**src/fcd_pkg.sv**
```systemverilog
/*
 Package for the coprocessor command decoder: opcodes, group codes,
 status-register field positions, register offsets and reset values.
 Assumes nothing of its surroundings.
*/
package fcd_pkg;
   // ****************************************************************
   // Opcodes
   // ****************************************************************
   localparam logic [4:0] OPC_ABS      = 5'h0C;
   localparam logic [4:0] OPC_ADD      = 5'h02;
   localparam logic [4:0] OPC_SUB      = 5'h03;
   localparam logic [4:0] OPC_MULTIPLY = 5'h06;
   localparam logic [4:0] OPC_DIV      = 5'h04;
   localparam logic [4:0] OPC_REMAIN   = 5'h05;
   localparam logic [4:0] OPC_ROOT     = 5'h0D;
   localparam logic [4:0] OPC_NEGATE   = 5'h17;
   localparam logic [4:0] OPC_RND_INT  = 5'h0E;
   localparam logic [4:0] OPC_CMP      = 5'h0A;
   localparam logic [4:0] OPC_CMP_EXC  = 5'h0B;
   localparam logic [4:0] OPC_CMP_SW   = 5'h1A;
   localparam logic [4:0] OPC_CMP_EXSW = 5'h1B;
   localparam logic [4:0] OPC_MOVE     = 5'h07;
   localparam logic [4:0] OPC_RD_STAT  = 5'h08;
   localparam logic [4:0] OPC_WR_STAT  = 5'h09;
   localparam logic [4:0] OPC_LD_EXC   = 5'h18;
   localparam logic [4:0] OPC_DEC2FLT  = 5'h11;
   localparam logic [4:0] OPC_FLT2DEC  = 5'h12;
   localparam logic [4:0] OPC_FLT2INT  = 5'h0F;
   localparam logic [4:0] OPC_INT2FLT  = 5'h10;
   localparam logic [4:0] OPC_ATAN     = 5'h1E;
   localparam logic [4:0] OPC_COSINE   = 5'h1D;
   localparam logic [4:0] OPC_LOAD_PI  = 5'h1F;
   localparam logic [4:0] OPC_SINE     = 5'h1C;
   localparam logic [4:0] OPC_EXTRACT  = 5'h14;
   localparam logic [4:0] OPC_NULL     = 5'h13;

   // ****************************************************************
   // Group select bits (one-hot)
   // ****************************************************************
   localparam int GRP_W     = 6;
   localparam int GRP_ARITH = 0;
   localparam int GRP_CMP   = 1;
   localparam int GRP_XFER  = 2;
   localparam int GRP_CONV  = 3;
   localparam int GRP_TRANS = 4;
   localparam int GRP_MISC  = 5;

   // ****************************************************************
   // Command word layout: opcode and three specifiers
   // ****************************************************************
   localparam int CMD_OPC_LSB = 0;
   localparam int CMD_OP1_LSB = 8;
   localparam int CMD_OP2_LSB = 12;
   localparam int CMD_OP3_LSB = 16;
   localparam logic [3:0] SPEC_NULL = 4'hF;

   // ****************************************************************
   // Status register field positions
   // ****************************************************************
   localparam int ST_N    = 0;
   localparam int ST_Z    = 1;
   localparam int ST_PREC = 2;
   localparam int ST_IS   = 3;
   localparam int ST_QS   = 4;
   localparam int ST_IM   = 5;
   localparam int ST_QM   = 6;
   localparam int ST_NTN  = 7;
   localparam int ST_ECP  = 8;
   localparam logic [31:0] ST_RESET = 32'h0000_0000;

   // ****************************************************************
   // Wishbone register offsets
   // ****************************************************************
   localparam logic [7:0] A_CMD    = 8'h00;
   localparam logic [7:0] A_STATUS = 8'h04;
   localparam logic [7:0] A_CTRL   = 8'h08;
   localparam logic [7:0] A_OPA    = 8'h0C;
   localparam logic [7:0] A_OPB    = 8'h10;
   localparam logic [7:0] A_EXC    = 8'h14;
   localparam logic [7:0] A_RESULT = 8'h18;
   localparam logic [7:0] A_GROUP  = 8'h1C;
   localparam logic [7:0] A_FREG0  = 8'h20;

   // Control register bits
   localparam int CT_INTR  = 0;
   localparam int CT_TNAN1 = 1;
   localparam int CT_TNAN2 = 2;
   localparam int CT_INV   = 3;
   localparam int CT_DZ    = 4;
   localparam int CT_DBL   = 5;
   localparam int CT_SEQ   = 6;
   localparam int CT_ACK   = 7;

   localparam int NFREG = 8;
   localparam logic [31:0] QNAN_POS = 32'h7FC0_0000;
   localparam logic [31:0] INF_POS  = 32'h7F80_0000;

   typedef enum logic [2:0] {
      S_IDLE, S_FETCH, S_EXEC, S_NARROW, S_ROUND, S_STORE, S_DONE
   } fcd_state_t;
endpackage : fcd_pkg

```
**src/fcd_decode.sv**
```systemverilog
/*
 Opcode decoder: opcode field to one-hot group select.
 Assumes the opcode comes from a latched command word.
*/
`timescale 1ns/1ps
module fcd_decode
   import fcd_pkg::*;
(
   input  wire logic [4:0]       opc_i,
   output wire logic [GRP_W-1:0] grp_o,
   output wire logic             conv_out_o,
   output wire logic             conv_in_o
);
   // ****************************************************************
   // Group match terms
   // ****************************************************************
   wire logic is_arith;
   wire logic is_cmp;
   wire logic is_xfer;
   wire logic is_conv;
   wire logic is_trans;
   // Arithmetic group
   assign is_arith = (opc_i == OPC_ABS) || (opc_i == OPC_ADD) || (opc_i == OPC_SUB)
                  || (opc_i == OPC_MULTIPLY) || (opc_i == OPC_DIV) || (opc_i == OPC_REMAIN)
                  || (opc_i == OPC_ROOT) || (opc_i == OPC_NEGATE) || (opc_i == OPC_RND_INT);
   // Compare group
   assign is_cmp   = (opc_i == OPC_CMP) || (opc_i == OPC_CMP_EXC)
                  || (opc_i == OPC_CMP_SW) || (opc_i == OPC_CMP_EXSW);
   // Transfer group
   assign is_xfer  = (opc_i == OPC_MOVE) || (opc_i == OPC_RD_STAT)
                  || (opc_i == OPC_WR_STAT) || (opc_i == OPC_LD_EXC);
   // Conversion group
   assign is_conv  = conv_out_o || conv_in_o;
   assign conv_out_o = (opc_i == OPC_FLT2DEC) || (opc_i == OPC_FLT2INT);
   assign conv_in_o  = (opc_i == OPC_DEC2FLT) || (opc_i == OPC_INT2FLT);
   // Transcendental group
   assign is_trans = (opc_i == OPC_ATAN) || (opc_i == OPC_COSINE)
                  || (opc_i == OPC_LOAD_PI) || (opc_i == OPC_SINE);
   // Anything unassigned falls into the misc group and runs as the null op
   assign grp_o[GRP_ARITH] = is_arith;
   assign grp_o[GRP_CMP]   = is_cmp;
   assign grp_o[GRP_XFER]  = is_xfer;
   assign grp_o[GRP_CONV]  = is_conv;
   assign grp_o[GRP_TRANS] = is_trans;
   assign grp_o[GRP_MISC]  = !(is_arith || is_cmp || is_xfer || is_conv || is_trans);
endmodule : fcd_decode

```
**src/fcd_top.sv**
```systemverilog
/*
 Command sequencer of the floating-point coprocessor with its status,
 exception data and float register context, on a classic Wishbone slave.
 Assumes a single clock and a host that keeps to the coprocessor protocol.
*/
`timescale 1ns/1ps
module fcd_top
   import fcd_pkg::*;
(
   input  wire logic        clk_i,
   input  wire logic        rst_i,
   input  wire logic        wb_cyc_i,
   input  wire logic        wb_stb_i,
   input  wire logic        wb_we_i,
   input  wire logic [7:0]  wb_adr_i,
   input  wire logic [3:0]  wb_sel_i,
   input  wire logic [31:0] wb_dat_i,
   output logic      [31:0] wb_dat_o,
   output logic             wb_ack_o,
   output logic             done_n_o,
   output logic             fault_o,
   output logic             fetch_o,
   output logic             store_o
);
   // ****************************************************************
   // State
   // ****************************************************************
   fcd_state_t        state_ff, nxt_state;
   logic [31:0]       cmd_ff;
   logic [31:0]       status_ff, nxt_status;
   logic [7:0]        ctrl_ff;
   logic [31:0]       opa_ff, opb_ff;
   logic [31:0]       exc_ff, nxt_exc;
   logic [31:0]       res_ff, nxt_res;
   logic [1:0]        fetch_cnt_ff;
   logic [31:0]       freg_ff [NFREG];
   logic              fault_ff, nxt_fault;

   // ****************************************************************
   // Bus decode
   // ****************************************************************
   wire logic        bus_req;
   wire logic        wr_hit;
   wire logic        rd_hit;
   wire logic [31:0] wmask;
   wire logic        freg_sel;
   wire logic [2:0]  freg_idx;
   // Ack term stops a held request being taken twice
   assign bus_req  = wb_cyc_i && wb_stb_i && !wb_ack_o;
   assign wr_hit   = bus_req && wb_we_i;
   assign rd_hit   = bus_req && !wb_we_i;
   assign wmask    = {{8{wb_sel_i[3]}}, {8{wb_sel_i[2]}}, {8{wb_sel_i[1]}}, {8{wb_sel_i[0]}}};
   // Float registers fill offsets 0x20 to 0x3F, just above the control words
   assign freg_sel = (wb_adr_i[7:5] == A_FREG0[7:5]);
   assign freg_idx = wb_adr_i[4:2];

   // ****************************************************************
   // Command fields and decode
   // ****************************************************************
   wire logic [4:0]       opc;
   wire logic [GRP_W-1:0] grp;
   wire logic             conv_out;
   wire logic             conv_in;
   wire logic             use_op1;
   wire logic             use_op2;
   wire logic             use_op3;
   wire logic             cmd_take;
   wire logic [31:0]      cmd_cur;
   assign opc     = cmd_ff[CMD_OPC_LSB +: 5];
   // A command taken now is not in cmd_ff yet, so
   // its specifiers come from the bus for fetch_o
   assign cmd_take = wr_hit && !freg_sel && (wb_adr_i == A_CMD) && (state_ff == S_IDLE);
   assign cmd_cur  = cmd_take ? wb_dat_i : cmd_ff;
   // Specifiers are obeyed whatever the opcode needs
   assign use_op1 = cmd_cur[CMD_OP1_LSB +: 4] != SPEC_NULL;
   assign use_op2 = cmd_cur[CMD_OP2_LSB +: 4] != SPEC_NULL;
   assign use_op3 = cmd_cur[CMD_OP3_LSB +: 4] != SPEC_NULL;

   fcd_decode u_dec (
      .opc_i      (opc),
      .grp_o      (grp),
      .conv_out_o (conv_out),
      .conv_in_o  (conv_in)
   );

   // ****************************************************************
   // Exception classification, taken from the control register
   // ****************************************************************
   wire logic inv_case;
   wire logic dz_case;
   wire logic inv_trap;
   wire logic nan_trap;
   wire logic dz_trap;
   wire logic exc_hit;
   wire logic intr_abort;
   wire logic is_null;
   assign is_null    = grp[GRP_MISC] && (opc != OPC_EXTRACT);
   // Null codes raise no case, so they leave status and exception data alone
   assign inv_case   = ctrl_ff[CT_INV] && !is_null;
   // Invalid outranks divide-by-zero if both set
   assign dz_case    = ctrl_ff[CT_DZ] && !is_null && !inv_case;
   assign inv_trap   = inv_case && status_ff[ST_IM];
   assign nan_trap   = inv_case && !status_ff[ST_IM] && status_ff[ST_NTN];
   assign dz_trap    = dz_case && status_ff[ST_QM];
   // Any trap ends the command with a fault
   assign exc_hit    = inv_trap || nan_trap || dz_trap;
   // An interrupt only aborts while completion has not yet been shown
   assign intr_abort = ctrl_ff[CT_INTR] && (state_ff != S_IDLE) && (state_ff != S_DONE);

   // ****************************************************************
   // Sequencer: fetch, execute, narrow, round, store
   // ****************************************************************
   always_comb begin
      nxt_state  = state_ff;
      nxt_status = status_ff;
      nxt_exc    = exc_ff;
      nxt_res    = res_ff;
      nxt_fault  = fault_ff;
      // Bus writes first; execute below wins a tie
      if (wr_hit && !freg_sel && wb_adr_i == A_STATUS) begin
         nxt_status = (status_ff & ~wmask) | (wb_dat_i & wmask);
      end
      if (wr_hit && !freg_sel && wb_adr_i == A_EXC) begin
         nxt_exc = (exc_ff & ~wmask) | (wb_dat_i & wmask);
      end
      if (intr_abort) begin
         nxt_state = S_IDLE;
      end else begin
         unique case (state_ff)
            S_IDLE: begin
               // New command clears the old fault
               if (wr_hit && !freg_sel && wb_adr_i == A_CMD) begin
                  nxt_state = S_FETCH;
                  nxt_fault = 1'b0;
               end
            end
            S_FETCH: begin
               // Unused fetched data is simply dropped
               if (fetch_cnt_ff == 2'd2) begin
                  nxt_state = S_EXEC;
               end
            end
            S_EXEC: begin
               nxt_state = S_NARROW;
               unique case (opc)
                  OPC_ADD:      nxt_res = opa_ff + opb_ff;
                  OPC_SUB:      nxt_res = opa_ff - opb_ff;
                  OPC_NEGATE:   nxt_res = {~opa_ff[31], opa_ff[30:0]};
                  OPC_ABS:      nxt_res = {1'b0, opa_ff[30:0]};
                  OPC_MOVE:     nxt_res = opa_ff;
                  OPC_RD_STAT:  nxt_res = status_ff;
                  OPC_EXTRACT:  nxt_res = exc_ff;
                  default:      nxt_res = res_ff;
               endcase
               if (opc == OPC_WR_STAT) begin
                  nxt_status = opa_ff;
               end
               if (opc == OPC_LD_EXC) begin
                  nxt_exc = opa_ff;
               end
               // Mask, then NaN trap, else quiet NaN
               if (inv_case) begin
                  nxt_status[ST_IS] = 1'b1;
                  if (inv_trap || nan_trap) begin
                     nxt_status[ST_ECP] = 1'b1;
                     nxt_status[ST_Z]   = 1'b0;
                     if (conv_in) begin
                        nxt_exc = exc_ff;
                     end else if (conv_out || nan_trap) begin
                        nxt_exc = opa_ff;
                     end else begin
                        nxt_exc = ctrl_ff[CT_TNAN1] ? opa_ff : opb_ff;
                     end
                     if (!ctrl_ff[CT_DBL] && !conv_in) begin
                        nxt_status[ST_PREC] = 1'b1;
                     end
                  end else begin
                     nxt_res = QNAN_POS;
                  end
               end
               if (dz_case) begin
                  nxt_status[ST_QS] = 1'b1;
                  if (!dz_trap) begin
                     nxt_res = {opa_ff[31] ^ opb_ff[31], INF_POS[30:0]};
                  end
               end
            end
            S_NARROW: begin
               // Narrow stage passes the result on unchanged and moves to rounding
               nxt_state = S_ROUND;
            end
            S_ROUND: begin
               nxt_state = S_STORE;
               if (exc_hit && !inv_case) begin
                  nxt_exc = res_ff;
               end
            end
            S_STORE: begin
               nxt_state = S_DONE;
               nxt_fault = exc_hit;
               // Trapped results leave N alone; an invalid trap has already cleared Z
               if (!exc_hit && !is_null && grp[GRP_ARITH]) begin
                  nxt_status[ST_N] = res_ff[31];
                  nxt_status[ST_Z] = (res_ff[30:0] == 31'h0000_0000);
               end
            end
            S_DONE: begin
               // Status fetch acknowledge ends the transaction
               if (ctrl_ff[CT_ACK]) begin
                  nxt_state = S_IDLE;
               end
            end
         endcase
      end
   end

   // ****************************************************************
   // Read mux
   // ****************************************************************
   wire logic [31:0] rd_data;
   // Unmapped offsets read as zero
   assign rd_data = freg_sel                 ? freg_ff[freg_idx] :
                    (wb_adr_i == A_CMD)      ? cmd_ff :
                    (wb_adr_i == A_STATUS)   ? status_ff :
                    (wb_adr_i == A_CTRL)     ? {24'h00_0000, ctrl_ff} :
                    (wb_adr_i == A_OPA)      ? opa_ff :
                    (wb_adr_i == A_OPB)      ? opb_ff :
                    (wb_adr_i == A_EXC)      ? exc_ff :
                    (wb_adr_i == A_RESULT)   ? res_ff :
                    (wb_adr_i == A_GROUP)    ? {21'h00_0000, state_ff, 2'h0, grp} :
                    32'h0000_0000;

   // ****************************************************************
   // Registers
   // ****************************************************************
   // Sequencer state and its context words
   always_ff @(posedge clk_i) begin
      if (rst_i) begin
         state_ff     <= S_IDLE;
         status_ff    <= ST_RESET;
         exc_ff       <= 32'h0000_0000;
         res_ff       <= 32'h0000_0000;
         fault_ff     <= 1'b0;
      end else begin
         state_ff     <= nxt_state;
         status_ff    <= nxt_status;
         exc_ff       <= nxt_exc;
         res_ff       <= nxt_res;
         fault_ff     <= nxt_fault;
      end
   end

   // Command, control and operand words written by software
   // Busy-time command writes are dropped
   always_ff @(posedge clk_i) begin
      if (rst_i) begin
         cmd_ff  <= {12'h000, SPEC_NULL, SPEC_NULL, SPEC_NULL, 3'h0, OPC_NULL};
         ctrl_ff <= 8'h00;
         opa_ff  <= 32'h0000_0000;
         opb_ff  <= 32'h0000_0000;
      end else if (wr_hit && !freg_sel) begin
         if (wb_adr_i == A_CMD && state_ff == S_IDLE) cmd_ff <= wb_dat_i;
         if (wb_adr_i == A_CTRL && wb_sel_i[0]) ctrl_ff <= wb_dat_i[7:0];
         if (wb_adr_i == A_OPA) opa_ff <= (opa_ff & ~wmask) | (wb_dat_i & wmask);
         if (wb_adr_i == A_OPB) opb_ff <= (opb_ff & ~wmask) | (wb_dat_i & wmask);
      end
   end

   // ****************************************************************
   // Fetch counter
   // ****************************************************************
   // Walks three fetch cycles, counts 0 to 2, used or not
   always_ff @(posedge clk_i) begin
      if (rst_i || state_ff != S_FETCH) begin
         fetch_cnt_ff <= 2'd0;
      end else begin
         fetch_cnt_ff <= fetch_cnt_ff + 2'd1;
      end
   end

   // ****************************************************************
   // Float register context
   // ****************************************************************
   // Bus writes outrank the store stage
   genvar gi;
   generate
      for (gi = 0; gi < NFREG; gi++) begin : g_freg
         always_ff @(posedge clk_i) begin
            if (rst_i) begin
               freg_ff[gi] <= 32'h0000_0000;
            end else if (wr_hit && freg_sel && freg_idx == gi) begin
               freg_ff[gi] <= (freg_ff[gi] & ~wmask) | (wb_dat_i & wmask);
            end else if (state_ff == S_STORE && use_op3 && !exc_hit
                         && cmd_ff[CMD_OP3_LSB +: 3] == gi && !cmd_ff[CMD_OP3_LSB + 3]) begin
               freg_ff[gi] <= res_ff;
            end
         end
      end
   endgenerate

   // ****************************************************************
   // Bus answer and pins
   // ****************************************************************
   // All pins are registered; done, fault, fetch and store come from next-state terms
   always_ff @(posedge clk_i) begin
      if (rst_i) begin
         wb_ack_o <= 1'b0;
         wb_dat_o <= 32'h0000_0000;
         done_n_o <= 1'b1;
         fault_o  <= 1'b0;
         fetch_o  <= 1'b0;
         store_o  <= 1'b0;
      end else begin
         wb_ack_o <= bus_req;
         wb_dat_o <= rd_hit ? rd_data : 32'h0000_0000;
         done_n_o <= !(nxt_state == S_DONE);
         fault_o  <= nxt_fault && (nxt_state == S_DONE);
         fetch_o  <= (nxt_state == S_FETCH) && (use_op1 || use_op2);
         store_o  <= (nxt_state == S_STORE) && use_op3;
      end
   end
endmodule : fcd_top

```
**config.mk**
```make
export PLATFORM = sky130hd
export DESIGN_NAME = fcd_top
export DESIGN_NICKNAME = d
export VERILOG_FILES = /design/src/fcd_pkg.sv /design/src/fcd_decode.sv /design/src/fcd_top.sv
export SDC_FILE = /design/constraint.sdc
export NUM_CORES = 2
export LEC_CHECK = 0
export BUFFER_PORTS_ARGS = -buffer_cell sky130_fd_sc_hd__buf_2
export CAP_MARGIN = 20
export CORE_UTILIZATION = 49
export CTS_CLUSTER_DIAMETER = 60
export DETAILED_ROUTE_END_ITERATION = 8
export HOLD_SLACK_MARGIN = 0.15
export PLACE_DENSITY = 0.73
export SLEW_MARGIN = 30
export SYNTH_ARGS = -nofsm -noshare
export SYNTH_HDL_FRONTEND = slang
export SYNTH_SLANG_ARGS = --single-unit
```
**constraint.sdc**
```tcl
create_clock -name clk_i -period 7.69 [get_ports clk_i]
set_input_delay 1.538 -clock clk_i [delete_from_list [all_inputs] [get_ports clk_i]]
set_output_delay 1.538 -clock clk_i [all_outputs]
set_load 0.02 [all_outputs]
```
---- Word level (Yosys, flattened, before mapping) ----
Memory sizes are Yosys's and may differ from the RTL's.
Index checks and enable logic that the tools add are counted.
operators by class
  add/sub/neg operators ................... 3
  equality and inequality tests ........... 65
  multiplexer cells ....................... 119
  bitwise operators ....................... 46
  reductions and logical operators ........ 108
operators with widths
  kind                count
  $mux 32             40
  $and 32x32->32      13
  $or 32x32->32       12
  $pmux 32 s7         1
  $mux 1              64
  $pmux 32 s2         1
  $eq 5x5->1 const B  12
  $logic_and 1x1->1   55
  $eq 5x4->1 const B  8
  $eq 3x3->1 const B  13
  $add 32x32->32      1
  $eq 8x5->1 const B  4
  $not 32->32         1
  $sub 32x32->32      1
  $logic_not 31->1    1
  $mux 30             1
  $logic_or 1x1->1    29
  $pmux 3 s7          1
  $eq 5x3->1 const B  4
  $mux 20             1
  $eq 3x2->1 const B  6
  $eq 8x4->1 const B  2
  $or 1x1->1          16
  $eq 3x1->1 const B  5
  other kinds (21)    49
storage, ports and cells
  register bits ........................... 243
  memory bits (writable) .................. 256
  bits of input ports ..................... 49
  output and inout port bits .............. 37
  memories kept ........................... 1
memories
  memory   depth  bits a word  rd ports  clocked after Yosys merged registers in  wr ports  RTL line       text
  freg_ff  8      32           9         0                                        8         fcd_top.sv:36  logic [31:0] freg_ff [NFREG];

---- Depth between registers and ports, before layout ----
  word-level depth ........................ 30
  mapped depth ............................ 17
  mapped depth without buffers ............ 17

---- Modules after synthesis ----
From an unflattened synthesis, not the netlist that was laid out.
second synthesis, totals
  cell total of the unflattened synthesis .. 3202
  area total of the unflattened synthesis .. 28857.7 µm²
modules (own cells, without submodules)
  module      times used  cells each  area each (µm²)  seq. area each (µm²)
  fcd_top     1           3172        28653.7          12552.0
  fcd_decode  1           30          203.9            0.0

---- Worst setup path after synthesis ----
OpenSTA, ideal clock, no wires.
  kind .................................... input port to flip-flop
  from .................................... input port wb_adr_i[4]
  to ...................................... memory freg_ff[5][0], enable pin
  setup time .............................. 0.436 ns
  arrival time ............................ 4.201 ns
  data required time ...................... 7.254 ns
  path slack .............................. 3.053 ns
  stages on the path ...................... 5
  path buffers ............................ 2
  cells stage by stage .................... clkbuf_1 -> inv_2 -> or3_1 -> clkbuf_1 -> o221ai_1
RTL lines
  what                RTL line       text
  start: declaration  fcd_top.sv:15  input wire logic [7:0] wb_adr_i,
  end: declaration    fcd_top.sv:36

==> flow_metrics.env <==
export IMPL_outcome="complete, but fails checks"
export IMPL_violations="DRC"
export IMPL_internal_power_uw=4550
export IMPL_ys_types=97
export IMPL_r2r_slack_ps=2620
export IMPL_cp_common_cell="nand2_1"
export IMPL_cts_path_max_buffers=3
export IMPL_fin_ws_ps=2620
export IMPL_first_pass_iters=9
export IMPL_htree_levels=2
export IMPL_cp_arrival_ps=5600
export IMPL_cts_setup_buffers=0
export IMPL_path_max_fanout=8
export IMPL_synth_top_cell_area_share_pct=25.9
export IMPL_core_area_sq_um=59500
export IMPL_worstHoldPathType="reg -> reg"
export IMPL_tns_ps=0
export IMPL_track_usage_pct=36.1
export IMPL_async_flop_share_pct=0
export IMPL_cap_violations=0
export IMPL_synth_edf_count=256
export IMPL_final_cells=4005
export IMPL_clk_latency_ps=650
export IMPL_rr_worst_depth=16
export IMPL_grt_overflow_total=0
export IMPL_slowest_delay_ps=780
export IMPL_boundaryPins=86
export IMPL_dp_cells=3895
export IMPL_clk_pin_slew_worst_paths_ps=60
export IMPL_first_iter_violations=5038
export IMPL_synthesis_nets=3365
export IMPL_cts_resized=0
export IMPL_worstMarginPinSlew_ps=1090
export IMPL_rsz0062_at_grt="no"
export IMPL_hold_violations=0
export IMPL_layout_drive_gt1_share_pct=12.1
export IMPL_power_switching_uw=1520
export IMPL_dieHeight_microns=248
export IMPL_drc=8
export IMPL_clockRootBuffer="clkbuf_16"
export IMPL_hpwl_microns=70900
export IMPL_fin_nets=3264
export IMPL_r2r_end="res_ff[31]"
export IMPL_period_needed_ps=5070
export IMPL_grt_max_degree=78
export IMPL_synth_compound_area_share_pct=25.5
export IMPL_final_max_slew_viol_count=0
export IMPL_final_cell_mix="nand2_1, edfxtp_1, a21oi_1, dfxtp_1, o21ai_0"
export IMPL_synth_top_cell_by_area="edfxtp_1"
export IMPL_critPathCaptureType="flop"
export IMPL_powerDensity_nw_per_um2=187
export IMPL_grt_pass1_vias=26200
export IMPL_placementRows=89
export IMPL_hp_start="fetch_cnt_ff[0]"
export IMPL_synth_area_leaders="edfxtp_1, dfxtp_1, nand2_1, mux4_2, a22o_1"
export IMPL_switching_share_pct=25.1
export IMPL_max_slew_margin_rel_pct=27.3
export IMPL_hold_slack_ps=423
export IMPL_fmax_mhz=197
export IMPL_layout_area_overhead_vs_synth_pct=9.27
export IMPL_min_path_cells=1
export IMPL_synth_simple_area_share_pct=13.4
export IMPL_path_cells="nor4_1 -> nand2_1 -> or3_1 -> nor3b_2 -> and2b_2 -> nor2_1 -> xnor2_1 -> ha_1 -> a21oi_1 -> o21bai_1 -> a21o_1 -> a31o_2 -> or3b_2 -> o21ai_0 -> mux2i_1 -> nand2_1"
export IMPL_antenna_violating_nets_post_route=0
export IMPL_synth_top_family_by_area="compound AO/OA/AOI/OAI gates"
export IMPL_power_frac_comb_pct=6.7
export IMPL_hold_path_endpoint="fetch_cnt_ff[0]"
export IMPL_wire_per_inst_microns=28.1
export IMPL_avgViaCountPerCell=6.98
export IMPL_syn_cell_area_sq_um=29700
export IMPL_gp_congestion=0.999
export IMPL_slowest_stage="nor4_1"
export IMPL_leakage_uw=0.0114
export IMPL_start_util_pct=49.9
export IMPL_numPortBuffers=85
export IMPL_ys_warn_count=0
export IMPL_synthAdderAreaFrac_pct=1.46
export IMPL_totalWireLength_microns=113000
export IMPL_numCtsBuffers=57
export IMPL_dpl_worst_slack_ps=2330
export IMPL_setup_violations=0
export IMPL_antenna_found_initial=3
export IMPL_postCtsHoldBufs=0
export IMPL_worst_ir_drop_vdd_mv=0.205
export IMPL_clock_sinks=499
export IMPL_die_area_sq_um=61600
export IMPL_seqPwrFrac_pct=47.2
export IMPL_synth_area_mux_share_pct=9.06
export IMPL_final_common_cell="nand2_1"
export IMPL_die_x_microns=248
export IMPL_synth_seq_area_share_pct=42.3
export IMPL_synth_seq_cells=499
export IMPL_post_route_period_util_pct=66.0
export IMPL_synth_area_per_cell_sq_um=9.04
export IMPL_vias=28000
export IMPL_synthFlopType="edfxtp_1"
export IMPL_cp_start_kind="flop"
export IMPL_cp_buffers_inverters=0
export IMPL_synthCells=3282
export IMPL_path_delay_family="simple AND/OR/NAND/NOR gates"
export IMPL_worst_setup_path_type="reg -> reg"
export IMPL_cts_tree="done"
export IMPL_p_clk_share_pct=46.1
export IMPL_critPathRequiredTime_ps=8220
export IMPL_grt_first_pass_wirelength_microns=166000
export IMPL_yosys_area_share_xor_xnor_pct=1.56
export IMPL_fin_skew_ps=33.4
per-stage QoR:
stage / utilization (%) / power, uW / area, sq um
3_5_place_dp: 51.3 / 3310 / 30500
6_report: 54.5 / 6080 / 32400
4_1_cts: 54.5 / 6060 / 32400
3_3_place_gp: 51.3 / 3300 / 30500
5_1_grt: 54.5 / 6210 / 32400
2_1_floorplan: - / 3160 / 29700
how the worst max path moves through the flow:
stage                      startpoint             to  slack [ps]  cells after the start
after floorplan           wb_adr_i[4]  freg_ff[5][0]        3050                      5
final                            flop     res_ff[31]        2620                     16
after CTS                        flop     res_ff[31]        2670                     16
after detailed placement  wb_adr_i[3]     exc_ff[27]        2330                      9
after global placement    wb_adr_i[3]     exc_ff[26]        2450                      9
after global routing             flop     res_ff[31]        2350                     16
cell usage after synthesis, drive strengths merged, types with 65 or more instances:
| library cell | n |
|---|---|
| nand2 | 408 |
| o21ai | 332 |
| edfxtp | 256 |
| a21oi | 250 |
| dfxtp | 243 |
| clkbuf | 242 |
| nor2 | 240 |
| inv | 178 |
| a22o | 150 |
| mux2i | 111 |
| buf | 69 |
| mux4 | 65 |
logic make-up (layout without fill, tap and decap cells):
logic type,after synthesis,in the layout
muxes,186,186
DFF,499,499
other,0,2
and+or+nand+nor,884,884
AOI/OAI and AO/OA,1135,1135
xor gates and xnor gates,53,53
adders and majority gates,34,34
buffers and inverters,491,439
routing by layer:
layer  track usage, %  share of wire (%)
met5                0                  0
met4             17.4                5.7
met3             11.5                 16
met2             52.6                 42
met1             48.4                 36
worst reg2reg max path: cells and delay by family (launching register included):
family	cells	cell delay [ps]
AO/OA/AOI/OAI	5	1140
multiplexers	1	220
flip-flops	1	390
AND/OR/NAND/NOR	8	2770
adder cells (fa/ha/maj)	1	330
XOR/XNOR	1	130
power by group through the flow:
stage                     Combinational, uW  Clock, uW  Sequential [uW]
after floorplan                         249          0             2910
after global placement                  383          0             2920
after detailed placement                386          0             2920
after CTS                               389       2810             2870
after global routing                    428       2910             2870
final                                   407       2800             2870
cell type report:
| type | count | area, sq um |
|---|---|---|
| clock buffers | 70 | 1540 |
| repair buffers | 152 | 940 |
| flip-flops and latches | 499 | 12600 |
| multi-input cells | 2292 | 15400 |
| inverters | 179 | 672 |
| fillers | 5373 | 27000 |
| well taps | 773 | 967 |
| diodes | 2 | 5.00 |
| clock inverters | 38 | 363 |
Note: power is estimated with default switching activity, not from simulation.
